<file path="src/hw/timer16_map.svh">
// Register offsets, field positions, codes and reset values of the 16-bit timer.
// Assumes an 8-bit register port with a 3-bit word address.
`ifndef TIMER16_MAP_SVH
`define TIMER16_MAP_SVH

`define T16_ADDR_W 3
`define T16_DATA_W 8

`define T16_OFS_CONTROL 3'h0
`define T16_OFS_CMP_LOW 3'h1
`define T16_OFS_CMP_HIGH 3'h2
`define T16_OFS_COUNT_LOW 3'h3
`define T16_OFS_COUNT_HIGH 3'h4

`define T16_RUN_BIT 5
`define T16_CK_MSB 4
`define T16_CK_LSB 2
`define T16_MODE_BIT 0

`define T16_CK_TAP_A 3'h0
`define T16_CK_TAP_B 3'h1
`define T16_CK_TAP_C 3'h2
`define T16_CK_TAP_D 3'h3
`define T16_CK_HF_DIRECT 3'h4
`define T16_CK_LF_DIRECT 3'h5
`define T16_CK_RESERVED 3'h6
`define T16_CK_EXTERNAL 3'h7

`define T16_RUN_RST 1'b0
`define T16_CK_RST 3'h0
`define T16_MODE_RST 1'b0
`define T16_CMP_RST 16'hFFFF
`define T16_COUNT_RST 16'h0000
`define T16_COUNT_ONE 16'h0001
`define T16_RDATA_ZERO 8'h00

// Upper compare bits used when the high-frequency clock is counted directly
`define T16_FAST_CMP_LSB 11

// Prescaler chains and tap exponents
`define T16_HF_DIV_W 23
`define T16_LF_DIV_W 15
`define T16_HF_TAP_N 4
`define T16_LF_TAP_N 2
`define T16_HF_EXP_A 23
`define T16_HF_EXP_B 13
`define T16_HF_EXP_C 8
`define T16_HF_EXP_D 3
`define T16_LF_EXP_A 15
`define T16_LF_EXP_B 5

`endif

</file>
<file path="src/hw/timer16_pkg.sv">
// Types shared by the 16-bit timer files.
// Assumes timer16_map.svh supplies the widths.
`include "timer16_map.svh"

package timer16_pkg;
    typedef logic [15:0] count_t;
    typedef logic [2:0] clock_code_t;
    typedef logic [`T16_DATA_W-1:0] reg_byte_t;
    typedef logic [`T16_ADDR_W-1:0] reg_addr_t;
    typedef enum logic [2:0] {
        SRC_IDLE = 3'b001,
        SRC_INTERNAL = 3'b010,
        SRC_PIN_EDGE = 3'b100
    } count_source_t;
endpackage

</file>
<file path="src/hw/timer16_prescaler.sv">
// Prescaler chains for the 16-bit timer: divides the fc and fs tick enables.
// Assumes hf_tick_in and lf_tick_in are one-cycle enables on ref_clk_in.
`timescale 1ns/1ps
`default_nettype none
`include "timer16_map.svh"

module timer16_prescaler
    import timer16_pkg::*;
(
    input wire logic ref_clk_in,
    input wire logic rst_b_in,
    input wire logic hf_tick_in,
    input wire logic lf_tick_in,
    output logic [`T16_HF_TAP_N-1:0] hf_tap_out,
    output logic [`T16_LF_TAP_N-1:0] lf_tap_out
);
    localparam int HF_EXP [`T16_HF_TAP_N] = '{`T16_HF_EXP_A, `T16_HF_EXP_B, `T16_HF_EXP_C, `T16_HF_EXP_D};
    localparam int LF_EXP [`T16_LF_TAP_N] = '{`T16_LF_EXP_A, `T16_LF_EXP_B};

    logic [`T16_HF_DIV_W-1:0] hf_div_reg;
    logic [`T16_LF_DIV_W-1:0] lf_div_reg;

    // Free-running chains: taps stay phase-locked whatever the timer does
    always_ff @(posedge ref_clk_in or negedge rst_b_in) begin
        if (!rst_b_in) begin
            hf_div_reg <= '0;
            lf_div_reg <= '0;
        end else begin
            if (hf_tick_in) begin
                hf_div_reg <= hf_div_reg + 1'b1;
            end
            if (lf_tick_in) begin
                lf_div_reg <= lf_div_reg + 1'b1;
            end
        end
    end

    // A tap fires when its low chain bits are all ones at a tick
    genvar g;
    generate
        for (g = 0; g < `T16_HF_TAP_N; g++) begin : gen_hf_tap
            wire hf_wrap = hf_tick_in & (&hf_div_reg[HF_EXP[g]-1:0]);
            always_ff @(posedge ref_clk_in or negedge rst_b_in) begin
                if (!rst_b_in) begin
                    hf_tap_out[g] <= 1'b0;
                end else begin
                    hf_tap_out[g] <= hf_wrap;
                end
            end
        end
        for (g = 0; g < `T16_LF_TAP_N; g++) begin : gen_lf_tap
            wire lf_wrap = lf_tick_in & (&lf_div_reg[LF_EXP[g]-1:0]);
            always_ff @(posedge ref_clk_in or negedge rst_b_in) begin
                if (!rst_b_in) begin
                    lf_tap_out[g] <= 1'b0;
                end else begin
                    lf_tap_out[g] <= lf_wrap;
                end
            end
        end
    endgenerate
endmodule
`default_nettype wire

</file>
<file path="src/hw/timer16_pin_edges.sv">
// Counter pin sampler: registered level plus rising and falling edge pulses.
// Assumes the pin is synchronous to ref_clk_in.
`timescale 1ns/1ps
`default_nettype none

module timer16_pin_edges
    import timer16_pkg::*;
(
    input wire logic ref_clk_in,
    input wire logic rst_b_in,
    input wire logic counter_pin_in,
    output logic pin_level_out,
    output logic pin_rise_out,
    output logic pin_fall_out
);
    wire rise_now = counter_pin_in & ~pin_level_out;
    wire fall_now = ~counter_pin_in & pin_level_out;

    always_ff @(posedge ref_clk_in or negedge rst_b_in) begin
        if (!rst_b_in) begin
            pin_level_out <= 1'b0;
            pin_rise_out <= 1'b0;
            pin_fall_out <= 1'b0;
        end else begin
            pin_level_out <= counter_pin_in;
            pin_rise_out <= rise_now;
            pin_fall_out <= fall_now;
        end
    end
endmodule
`default_nettype wire

</file>
<file path="src/hw/timer16_event_window_counter.sv">
// 16-bit timer with timer, event counter and window modes, behind an 8-bit register port.
// Assumes fc and fs arrive as one-cycle tick enables and power modes as levels on ref_clk_in.
`timescale 1ns/1ps
`default_nettype none
`include "timer16_map.svh"

module timer16_event_window_counter
    import timer16_pkg::*;
(
    input wire logic ref_clk_in,
    input wire logic rst_b_in,
    input wire logic [`T16_ADDR_W-1:0] reg_addr_in,
    input wire logic [`T16_DATA_W-1:0] reg_wdata_in,
    input wire logic reg_write_in,
    input wire logic reg_read_in,
    output logic [`T16_DATA_W-1:0] reg_rdata_out,
    input wire logic hf_tick_in,
    input wire logic lf_tick_in,
    input wire logic prescaler_source_option_in,
    input wire logic slow_osc_stopped_mode_in,
    input wire logic slow_osc_running_mode_in,
    input wire logic stop_mode_entry_in,
    input wire logic counter_pin_in,
    output logic compare_match_irq_out
);
    ////////////////////////////////////////////////////////////////////////////
    // Storage
    logic run_control_reg;
    logic run_control_next;
    clock_code_t clock_select_reg;
    logic operating_mode_select_reg;
    count_t compare_reg;
    count_t compare_next;
    reg_byte_t compare_low_byte_reg;
    logic low_pending_reg;
    logic low_pending_next;
    count_t count_reg;
    count_t count_next;
    reg_byte_t rdata_next;

    logic [`T16_HF_TAP_N-1:0] hf_tap;
    logic [`T16_LF_TAP_N-1:0] lf_tap;
    logic pin_level;
    logic pin_rise;
    logic pin_fall;

    ////////////////////////////////////////////////////////////////////////////
    // Clock sources
    timer16_prescaler u_prescaler (
        .ref_clk_in(ref_clk_in),
        .rst_b_in(rst_b_in),
        .hf_tick_in(hf_tick_in),
        .lf_tick_in(lf_tick_in),
        .hf_tap_out(hf_tap),
        .lf_tap_out(lf_tap)
    );

    // Pin edges lag the pin by one cycle, in step for the event counter and window modes
    timer16_pin_edges u_pin_edges (
        .ref_clk_in(ref_clk_in),
        .rst_b_in(rst_b_in),
        .counter_pin_in(counter_pin_in),
        .pin_level_out(pin_level),
        .pin_rise_out(pin_rise),
        .pin_fall_out(pin_fall)
    );

    ////////////////////////////////////////////////////////////////////////////
    // Register decode
    wire wr_control = reg_write_in & (reg_addr_in == `T16_OFS_CONTROL);
    wire wr_cmp_low = reg_write_in & (reg_addr_in == `T16_OFS_CMP_LOW);
    wire wr_cmp_high = reg_write_in & (reg_addr_in == `T16_OFS_CMP_HIGH);
    wire rd_control = reg_addr_in == `T16_OFS_CONTROL;
    wire rd_count_low = reg_addr_in == `T16_OFS_COUNT_LOW;
    wire rd_count_high = reg_addr_in == `T16_OFS_COUNT_HIGH;

    ////////////////////////////////////////////////////////////////////////////
    // Count source selection
    wire slow_mode = slow_osc_stopped_mode_in | slow_osc_running_mode_in;
    wire use_lf_taps = slow_mode | prescaler_source_option_in;
    wire window_mode = operating_mode_select_reg;
    wire code_a = clock_select_reg == `T16_CK_TAP_A;
    wire code_b = clock_select_reg == `T16_CK_TAP_B;
    wire code_c = clock_select_reg == `T16_CK_TAP_C;
    wire code_d = clock_select_reg == `T16_CK_TAP_D;
    wire code_hf = clock_select_reg == `T16_CK_HF_DIRECT;
    wire code_lf = clock_select_reg == `T16_CK_LF_DIRECT;
    wire code_ext = clock_select_reg == `T16_CK_EXTERNAL;

    wire src_a = use_lf_taps ? lf_tap[0] : hf_tap[0];
    wire src_b = use_lf_taps ? lf_tap[1] : hf_tap[1];
    wire src_c = ~slow_mode & hf_tap[2];
    wire src_d = ~slow_mode & hf_tap[3];
    // fc straight in only for timer mode while fc keeps running in slow mode
    wire hf_direct_ok = slow_osc_running_mode_in & ~window_mode;
    wire src_hf = hf_direct_ok & hf_tick_in;
    wire src_lf = ~slow_mode & lf_tick_in;
    // Reserved code 110 selects nothing, so the counter just stands
    wire internal_tick = (code_a & src_a) | (code_b & src_b) | (code_c & src_c)
                       | (code_d & src_d) | (code_hf & src_hf) | (code_lf & src_lf);

    wire fast_compare = code_hf & hf_direct_ok;
    count_source_t source_kind;
    assign source_kind = !run_control_reg ? SRC_IDLE
                       : (code_ext && !window_mode) ? SRC_PIN_EDGE
                       : SRC_INTERNAL;

    ////////////////////////////////////////////////////////////////////////////
    // Count and match
    wire count_step_internal = window_mode ? (internal_tick & pin_level)
                                           : internal_tick;
    wire [15:0] count_plus = count_reg + `T16_COUNT_ONE;
    wire full_hit = count_plus == compare_reg;
    wire upper_hit = count_plus[15:`T16_FAST_CMP_LSB] == compare_reg[15:`T16_FAST_CMP_LSB];
    wire step_hit = fast_compare ? upper_hit : full_hit;
    wire event_hit = pin_fall & (count_reg == compare_reg);

    logic count_step;
    logic match_now;
    always_comb begin
        count_step = 1'b0;
        match_now = 1'b0;
        case (source_kind)
            SRC_IDLE: begin
                count_step = 1'b0;
                match_now = 1'b0;
            end
            SRC_INTERNAL: begin
                count_step = count_step_internal;
                match_now = count_step_internal & step_hit;
            end
            SRC_PIN_EDGE: begin
                count_step = pin_rise;
                match_now = event_hit;
            end
            default: begin
                count_step = 1'b0;
                match_now = 1'b0;
            end
        endcase
    end

    assign count_next = !run_control_reg ? `T16_COUNT_RST
                      : match_now ? `T16_COUNT_RST
                      : count_step ? count_plus
                      : count_reg;

    ////////////////////////////////////////////////////////////////////////////
    // Control and compare writes
    // Stop-mode entry beats a same-cycle start so the timer never runs on a dead clock
    assign run_control_next = stop_mode_entry_in ? 1'b0
                            : wr_control ? reg_wdata_in[`T16_RUN_BIT]
                            : run_control_reg;

    // Only the high byte commits; a low byte alone just waits
    wire commit_compare = wr_cmp_high & (low_pending_reg | fast_compare);
    assign compare_next = commit_compare ? {reg_wdata_in, compare_low_byte_reg} : compare_reg;
    assign low_pending_next = wr_cmp_low ? 1'b1 : (wr_cmp_high ? 1'b0 : low_pending_reg);

    ////////////////////////////////////////////////////////////////////////////
    // Read path: data stands only in the cycle after the read strobe
    wire [7:0] control_view = {2'b00, run_control_reg, clock_select_reg, 1'b0, operating_mode_select_reg};
    assign rdata_next = !reg_read_in ? `T16_RDATA_ZERO
                      : rd_control ? control_view
                      : rd_count_low ? count_reg[7:0]
                      : rd_count_high ? count_reg[15:8]
                      : `T16_RDATA_ZERO;

    ////////////////////////////////////////////////////////////////////////////
    // Flip-flops
    always_ff @(posedge ref_clk_in or negedge rst_b_in) begin
        if (!rst_b_in) begin
            run_control_reg <= `T16_RUN_RST;
            clock_select_reg <= `T16_CK_RST;
            operating_mode_select_reg <= `T16_MODE_RST;
        end else begin
            run_control_reg <= run_control_next;
            if (wr_control) begin
                clock_select_reg <= reg_wdata_in[`T16_CK_MSB:`T16_CK_LSB];
                operating_mode_select_reg <= reg_wdata_in[`T16_MODE_BIT];
            end
        end
    end

    always_ff @(posedge ref_clk_in or negedge rst_b_in) begin
        if (!rst_b_in) begin
            compare_reg <= `T16_CMP_RST;
            compare_low_byte_reg <= `T16_RDATA_ZERO;
            low_pending_reg <= 1'b0;
        end else begin
            compare_reg <= compare_next;
            low_pending_reg <= low_pending_next;
            if (wr_cmp_low) begin
                compare_low_byte_reg <= reg_wdata_in;
            end
        end
    end

    always_ff @(posedge ref_clk_in or negedge rst_b_in) begin
        if (!rst_b_in) begin
            count_reg <= `T16_COUNT_RST;
            compare_match_irq_out <= 1'b0;
            reg_rdata_out <= `T16_RDATA_ZERO;
        end else begin
            count_reg <= count_next;
            compare_match_irq_out <= match_now;
            reg_rdata_out <= rdata_next;
        end
    end
endmodule
`default_nettype wire

</file>
<file path="config.mk">
export PLATFORM = sky130hd
export DESIGN_NAME = timer16_event_window_counter
export DESIGN_NICKNAME = d
export VERILOG_FILES = /design/src/hw/timer16_pkg.sv /design/src/hw/timer16_prescaler.sv /design/src/hw/timer16_pin_edges.sv /design/src/hw/timer16_event_window_counter.sv
export VERILOG_INCLUDE_DIRS = /design/src /design/src/hw
export SDC_FILE = /design/constraint.sdc
export NUM_CORES = 1
export LEC_CHECK = 0
export ABC_AREA = 1
export ABC_CLOCK_PERIOD_IN_PS = 5540
export BUFFER_PORTS_ARGS = -buffer_cell sky130_fd_sc_hd__clkbuf_2
export CAP_MARGIN = 20
export CELL_PAD_IN_SITES_DETAIL_PLACEMENT = 2
export CELL_PAD_IN_SITES_GLOBAL_PLACEMENT = 2
export CORE_MARGIN = 5
export CORE_UTILIZATION = 30
export CTS_BUF_LIST = sky130_fd_sc_hd__clkbuf_16
export CTS_CLUSTER_DIAMETER = 50
export DETAILED_ROUTE_END_ITERATION = 8
export PLACE_DENSITY_LB_ADDON = 0.2
export SLEW_MARGIN = 20
export SYNTH_ARGS = -nofsm -noshare
export SYNTH_HDL_FRONTEND = slang
export SYNTH_SLANG_ARGS = --single-unit
</file>
<file path="constraint.sdc">
create_clock -name ref_clk_in -period 5.54 [get_ports ref_clk_in]
set_clock_uncertainty 0.1 [all_clocks]
set_input_delay 0.277 -clock ref_clk_in [delete_from_list [all_inputs] [get_ports ref_clk_in]]
set_output_delay 0.277 -clock ref_clk_in [all_outputs]
set_load 0.02 [all_outputs]
</file>
==> results by group, run 1 <==
Worst setup path
  • CP Launch Point: run_control_reg
  • CP Max Fanout: 21
  • CP Buf/Inv Count: 2
  • Worst path depth: 8
  • R2r worst-path depth: 8
  • CP endpoint: count_reg[8]
  • Critical path capture point type: register
  • RR Startpoint: run_control_reg
  • Reg-to-reg endpoint: count_reg[8]
  • CP peak stage delay: 810 ps
  • Crit path DAT: 2770 ps
  • Reg-to-reg slack, setup: 2960 ps
  • Critical Path Slowest Stage Cell: dfrtp_1
  • Worst-path cell chain: inv_1 > a211oi_1 > nand2_2 > nand2_4 > nand3_1 > nand2_1 > inv_1 > nor2_2
  • Worst EP required: 5730 ps
  • Delay-heaviest family, CP: simple AND/OR/NAND/NOR gates
  • Crit Path Class: reg2reg
  • Type of origin of the critical path: register
  • Crit-path most repeated cell: inv_1

Finish
  • Final nets: 736
  • Area of the multi-input gates: 2470 sq um
  • Max reg flops: 23
  • Final core utilization: 0.342
  • Final cell count without fillers: 943
  • Antenna fix cells: 0
  • Final-layout fill cell count: 2,075
  • Sequential cell area: 2570 sq um
  • Area Growth Syn to Fin: 11.5%
  • Share of layout cells above drive strength 1: 0.147

Timing
  • # setup viols final: 0
  • Max frequency: 0.387 GHz
  • Hold WS: 20.0 ps
  • Crit share post-route: 0.466
  • Setup TNS: 0 ps
  • Slew of the pin with the lowest slew margin: 1100 ps
  • Pins Over Slew Limit: 0
  • Final Hold Fails: 0
  • RSZ-0062 raised after global routing: no
  • Relative slew slack: 0.263
  • Tmin final: 2580 ps

Routing
  • Initial drt markers: 164
  • Top Layer Used: met4
  • Post-Route M1 WL: 7500 um
  • Drt drc: 0
  • Final antenna-violating net count: 0
  • Via count: 4,532
  • DR WL met3: 240 um
  • Routed wl met2: 8830 um
  • Post-Route WL: 16,800 um
  • Vias per inst: 4.81
  • Iteration count of the initial detailed-routing pass: 4
  • WL/cell: 17.8 um

Power and ir drop
  • P_leak: 0.00309 uW
  • Clock share of power: 0.331
  • Total power: 1880 uW
  • Switching portion of total power: 0.314
  • Sw power: 591 uW
  • VDD IR-drop max: 0.000141 V
  • Reg power frac: 0.508
  • P_int: 1290 uW
  • Combinational power share: 0.160
  • Power Density: 304 nW/um^2

Logic synthesis
  • Seq/Total Area, Yosys: 0.463
  • Post-Syn Area: 5550 sq um
  • FF+latch count, synth: 102
  • Post-Syn Instances: 682
  • Top_reg_cell synth: dfrtp_1
  • Most area-hungry cell type in the Yosys netlist: dfrtp_1
  • Syn_area_per_cell: 8.14 sq um
  • Cells taking the most area after synthesis: dfrtp_1, nand2_1, dfstp_2
  • Synth unique cells: 42
  • Ys async rst share: 1.00
  • Yosys warning total: 0
  • Synth Net Count: 709
  • EDFF count, synth: 0
  • Yosys top cell area share: 0.388

Outcome
  • Run status: finished, final reports clean

Clock tree
  • Clk slew on worst S/H paths: 70 ps
  • Longest Clk Path Bufs: 2
  • H-tree levels: 3
  • Setup bufs post-CTS: 0
  • Worst skew pair latency: 360 ps
  • CTS tree: built
  • CTS sink count: 102
  • CTS root buf: clkbuf_16
  • CTS-repair resized insts: 0
  • Num CTS Buffers: 9
  • CTS Hold Buffers Added: 2

Global routing
  • Initial antenna violation count: 0
  • Number of global-route vias before repair: 5,113
  • Grt ovf: 0
  • GRT Util Overall: 0.164
  • First-pass GRT wire length: 27,900 um
  • Largest net degree at the start of global routing: 63

Placement
  • Post-DP HPWL: 13,000 um
  • Port bufs: 30
  • GPL Wtd Cong: 0.857
  • Placed cells: 925

Floorplanning
  • Die Y: 146 um
  • Die width: 146 um
  • Initial Util: 0.307
  • Core area: 18,100 sq um
  • Io pins: 31
  • Core Rows: 49
  • Die area: 21,300 sq um

Worst hold path
  • Worst Hold Path Cells: 2
  • Worst Hold Class: in2reg

Job
  • Max-cap viol count: 0
==> layer usage <==
metal	vias to the layer above	GRT usage
met4	0	0.0419
li1	2195	-
met1	2292	0.200
met2	30	0.306
met3	15	0.0232
met5	-	0
==> cell families after synthesis <==
family,count (synthesis),share of synthesized area
buf+inv,122,0.0913
simple gates,347,0.293
flops,102,0.463
xor+xnor,48,0.0807
fa+ha+maj,5,0.0113
compound gates,55,0.0543
mux,3,0.00608
==> cells in the final DEF (no fill, tap or decap), types with 2 or more instances in the layout <==
cell,n
nand2_1,166
inv_1,103
dfrtp_1,86
nor2_1,57
nand3_1,43
clkbuf_2,29
xor2_1,28
nand4_1,26
o21ai_0,24
a21oi_1,18
xnor2_1,18
dfstp_2,16
nor2_2,15
nor3_1,12
clkbuf_16,9
nand2_2,6
o22ai_1,5
ha_1,5
nor2_4,4
a211oi_1,4
nand3_2,3
inv_2,3
mux2_2,3
a221oi_1,2
xnor3_1,2
nand2_4,2
nor3_2,2
and3_1,2
nor4_1,2
clkinvlp_4,2
inv_8,2
clkinv_4,2
dlygate4sd3_1,2
buf_4,2
==> power groups by stage <==
stage	Sequential [uW]	Combinational [uW]	Clock (uW)
CTS	961	311	648
global route	972	354	679
global placement	967	286	0
finish	958	302	624
floorplan	937	220	0
detailed placement	974	307	0
==> cells in the mapped netlist, types with 2 or more instances <==
master	number
a21oi_1	18
nor2_1	57
inv_2	3
dfrtp_1	86
nand4_1	26
o21ai_0	24
nand2_1	166
dfstp_2	16
nand3_1	43
xnor3_1	2
nor3_2	2
buf_4	5
xnor2_1	18
nand2_4	2
mux2_2	3
nor2_2	15
buf_2	4
a211oi_1	4
xor2_1	28
nand3_2	3
nor3_1	12
ha_1	5
nor4_1	2
a221oi_1	2
nor2_4	4
and3_1	2
clkbuf_1	5
nand2_2	6
inv_1	102
o22ai_1	5
==> worst min-delay path by stage <==
stage | from | endpoint | slack [ps]
finish | stop_mode_entry_in | run_control_reg | 20
global route | stop_mode_entry_in | run_control_reg | 8
CTS | stop_mode_entry_in | run_control_reg | 20
detailed placement | rst_b_in | count_reg[0] | 240
global placement | rst_b_in | count_reg[0] | 230
floorplan | rst_b_in | clock_select_reg[0] | -120
==> area by class of cell <==
cell class | instances | area share
Clock inverter | 7 | 0.00950
Clock buffer | 9 | 0.0364
Sequential cell | 102 | 0.416
Tap cell | 229 | 0.0463
Multi-Input combinational cell | 458 | 0.399
Timing Repair Buffer | 33 | 0.0291
Inverter | 105 | 0.0637
==> through the flow <==
step	area (sq um)	setup WS [ps]
floorplan	5550	3580
global placement	5890	2940
detailed placement	5890	2940
CTS	6190	2910
global route	6190	2740
finish	6190	2960
Power figures use the tool's default switching activity.
==> run 2, diff against run 1 <==
Settings changed: ABC_CLOCK_PERIOD_IN_PS 5540 to 2500.
Clock period 5.54 ns to 2.5 ns, I/O delays scaled along.
==> run 2 against run 1 <==
Power grew 130%. Via count up 3.4%. Sequential power grew 120%. Die area did not move. Setup slack got worse by 2700 ps. Worst hold slack better by 13 ps. Critical endpoint is now count_reg[7]. Cell area is 4.7% higher. First-iteration DRC count decreased by 3.7%. Sequential share of layout area decreased by 1.9 points.
==> results by group, run 2 (synthesized netlist as in run 1, its figures left out) <==
Worst setup path
  • Crit-path most repeated cell: nand2_1
  • Critical Path Slowest Stage Cell: dfrtp_1
  • Type of origin of the critical path: register
  • CP Buf/Inv Count: 1 (-1)
  • Worst EP required: 2690 ps (-3040 ps)
  • CP peak stage delay: 500 ps (-310 ps)
  • Crit Path Class: reg2reg
  • RR Startpoint: clock_select_reg[1]
  • Critical path capture point type: register
  • Delay-heaviest family, CP: simple AND/OR/NAND/NOR gates
  • Worst-path cell chain: nand2_1 > nor3_2 > a211oi_1 > nand2_2 > nand2_4 > o21ai_0 > nand2_1 > inv_1 > nor2_2
  • CP Launch Point: clock_select_reg[1]
  • Crit path DAT: 2420 ps (-350 ps)
  • CP Max Fanout: 14 (-33%)

Power and ir drop
  • Reg power frac: 0.492 (-0.016)
  • VDD IR-drop max: 0.000327 V (+130%)
  • Sw power: 1320 uW (+120%)
  • Clock share of power: 0.347 (+0.016)
  • Combinational power share: 0.161 (about the same)
  • Total power: 4310 uW (+130%)
  • Switching portion of total power: 0.306 (-0.00767)
  • P_leak: 0.00323 uW (+4.4%)
  • Power Density: 665 nW/um^2 (+120%)
  • P_int: 2990 uW (+130%)

Timing
  • Setup TNS: 0 ps (unchanged)
  • Slew of the pin with the lowest slew margin: 628 ps (-469 ps)
  • Setup ws final: 269 ps (-2690 ps)
  • # setup viols final: 0 (unchanged)
  • Max frequency: 0.448 GHz (+16%)
  • Pins Over Slew Limit: 0 (unchanged)
  • Final Hold Fails: 0 (unchanged)
  • RSZ-0062 raised after global routing: no
  • Tmin final: 2230 ps (-351 ps)
  • Hold WS: 33.2 ps (+13.2 ps)
  • Crit share post-route: 0.892 (+0.426)
  • Relative slew slack: 0.581 (+0.318)

Job
  • Max-cap viol count: 0 (unchanged)

Clock tree
  • Setup bufs post-CTS: 0 (unchanged)
  • Longest Clk Path Bufs: 2 (unchanged)
  • Num CTS Buffers: 9 (unchanged)
  • Clk slew on worst S/H paths: 80 ps (about the same)
  • CTS tree: built
  • Worst skew pair latency: 360 ps (about the same)
  • CTS sink count: 102 (unchanged)
  • CTS root buf: clkbuf_16
  • H-tree levels: 3 (unchanged)

Finish
  • Share of layout cells above drive strength 1: 0.162 (+0.0153)
  • Commonest non-fill, non-tap cell in the layout: nand2_1
  • Final nets: 761 (+3.4%)
  • Final-layout fill cell count: 2,073 (-0.096%)
  • Area Growth Syn to Fin: 16.7%
  • Max reg flops: 23 (unchanged)
  • Commonest cells after routing, fill and taps aside: nand2_1, inv_1, dfrtp_1
  • Antenna fix cells: 0 (unchanged)

Routing
  • Post-Route WL: 17,100 um (+1.5%)
  • Drt drc: 0 (unchanged)
  • WL/cell: 17.6 um (-1.1%)
  • Vias per inst: 4.84 (+0.71%)
  • Via count: 4,685 (+3.4%)
  • Final antenna-violating net count: 0 (unchanged)
  • Iteration count of the initial detailed-routing pass: 4 (unchanged)
  • Initial drt markers: 158 (-3.7%)

Floorplanning
  • Die Y: 146 um (unchanged)
  • Core Rows: 49 (unchanged)
  • Io pins: 31 (unchanged)
  • Die width: 146 um (unchanged)
  • Core area: 18,100 sq um (unchanged)
  • Die area: 21,300 sq um (unchanged)
  • Initial Util: 0.307 (unchanged)

Placement
  • Port bufs: 30 (unchanged)
  • Post-DP HPWL: 13,000 um (+0.25%)
  • Place WS: 158 ps (-2780 ps)
  • GPL Wtd Cong: 0.874 (+2.1%)

Global routing
  • GRT Util Overall: 0.167 (+0.00270)
  • Number of global-route vias before repair: 5,236 (+2.4%)
  • Grt ovf: 0 (unchanged)
  • Initial antenna violation count: 0 (unchanged)
  • Largest net degree at the start of global routing: 59 (-6.3%)
  • First-pass GRT wire length: 28,300 um (+1.4%)

Worst hold path
  • Hold_sp: reg_addr_in[2]
  • Worst Hold Class: in2reg

Outcome
  • Run status: finished, final reports clean
## run 2: power by group through the flow
| stage | registers (uW) | logic (uW) | clock network (uW) |
|---|---|---|---|
| 2_1_floorplan | 2080 | 488 | 0 |
| 3_3_place_gp | 2140 | 642 | 0 |
| 3_5_place_dp | 2150 | 688 | 0 |
| 4_1_cts | 2120 | 711 | 1550 |
| 5_1_grt | 2160 | 803 | 1610 |
| 6_report | 2120 | 695 | 1490 |
## run 2: tightest hold or removal path, stage by stage
cell	delay, ps
clkbuf_2	110
nor4_1	70
o21ai_0	140
## run 2: path summary, 6_finish.rpt
path / end / slack [ps] / cells past startpoint
worst min-delay path: low_pending_reg / 30 / 3
worst min register to register: u_pin_edges.pin_rise_out / 330 / 1
worst max register to register: count_reg[7] / 270 / 9
worst max-delay path: count_reg[7] / 270 / 9
min in group asynchronous: compare_low_byte_reg[2] / 230 / 2
max in group asynchronous: compare_reg[13] / 1310 / 3
## run 2: per-layer routing
layer | share of wire | track usage | vias to the layer above
li1 | - | - | 2245
met2 | 0.53 | 0.305 | 36
met4 | 0.022 | 0.0611 | 0
met1 | 0.44 | 0.203 | 2384
met3 | 0.017 | 0.0189 | 20
met5 | 0 | 0 | -
## run 2: metrics by stage
| stage | instances | instance area [sq um] | utilization |
|---|---|---|---|
| after floorplan | 682 | 5550 | - |
| after global placement | 938 | 6010 | 0.332 |
| after detailed placement | 938 | 6010 | 0.332 |
| after CTS | 968 | 6450 | 0.357 |
| after global routing | 968 | 6480 | 0.358 |
| final | 968 | 6480 | 0.358 |
## run 2: what timing repair did
item | 4_1_cts | 5_1_grt
setup endpoints to repair | 0 | 16
hold buffers | 14 | 0
endpoints found under the hold margin | 56 | 0
resized for setup | 0 | 4
## run 2: final cells by class
class,count,area [sq um],area share
flip-flops and latches,102,2570,0.397
clock inverters,7,81.3,0.0126
clock buffers,9,225,0.0348
inverters,105,394,0.0608
repair buffers,58,423,0.0653
well taps,229,287,0.0442
multi-input cells,458,2500,0.385
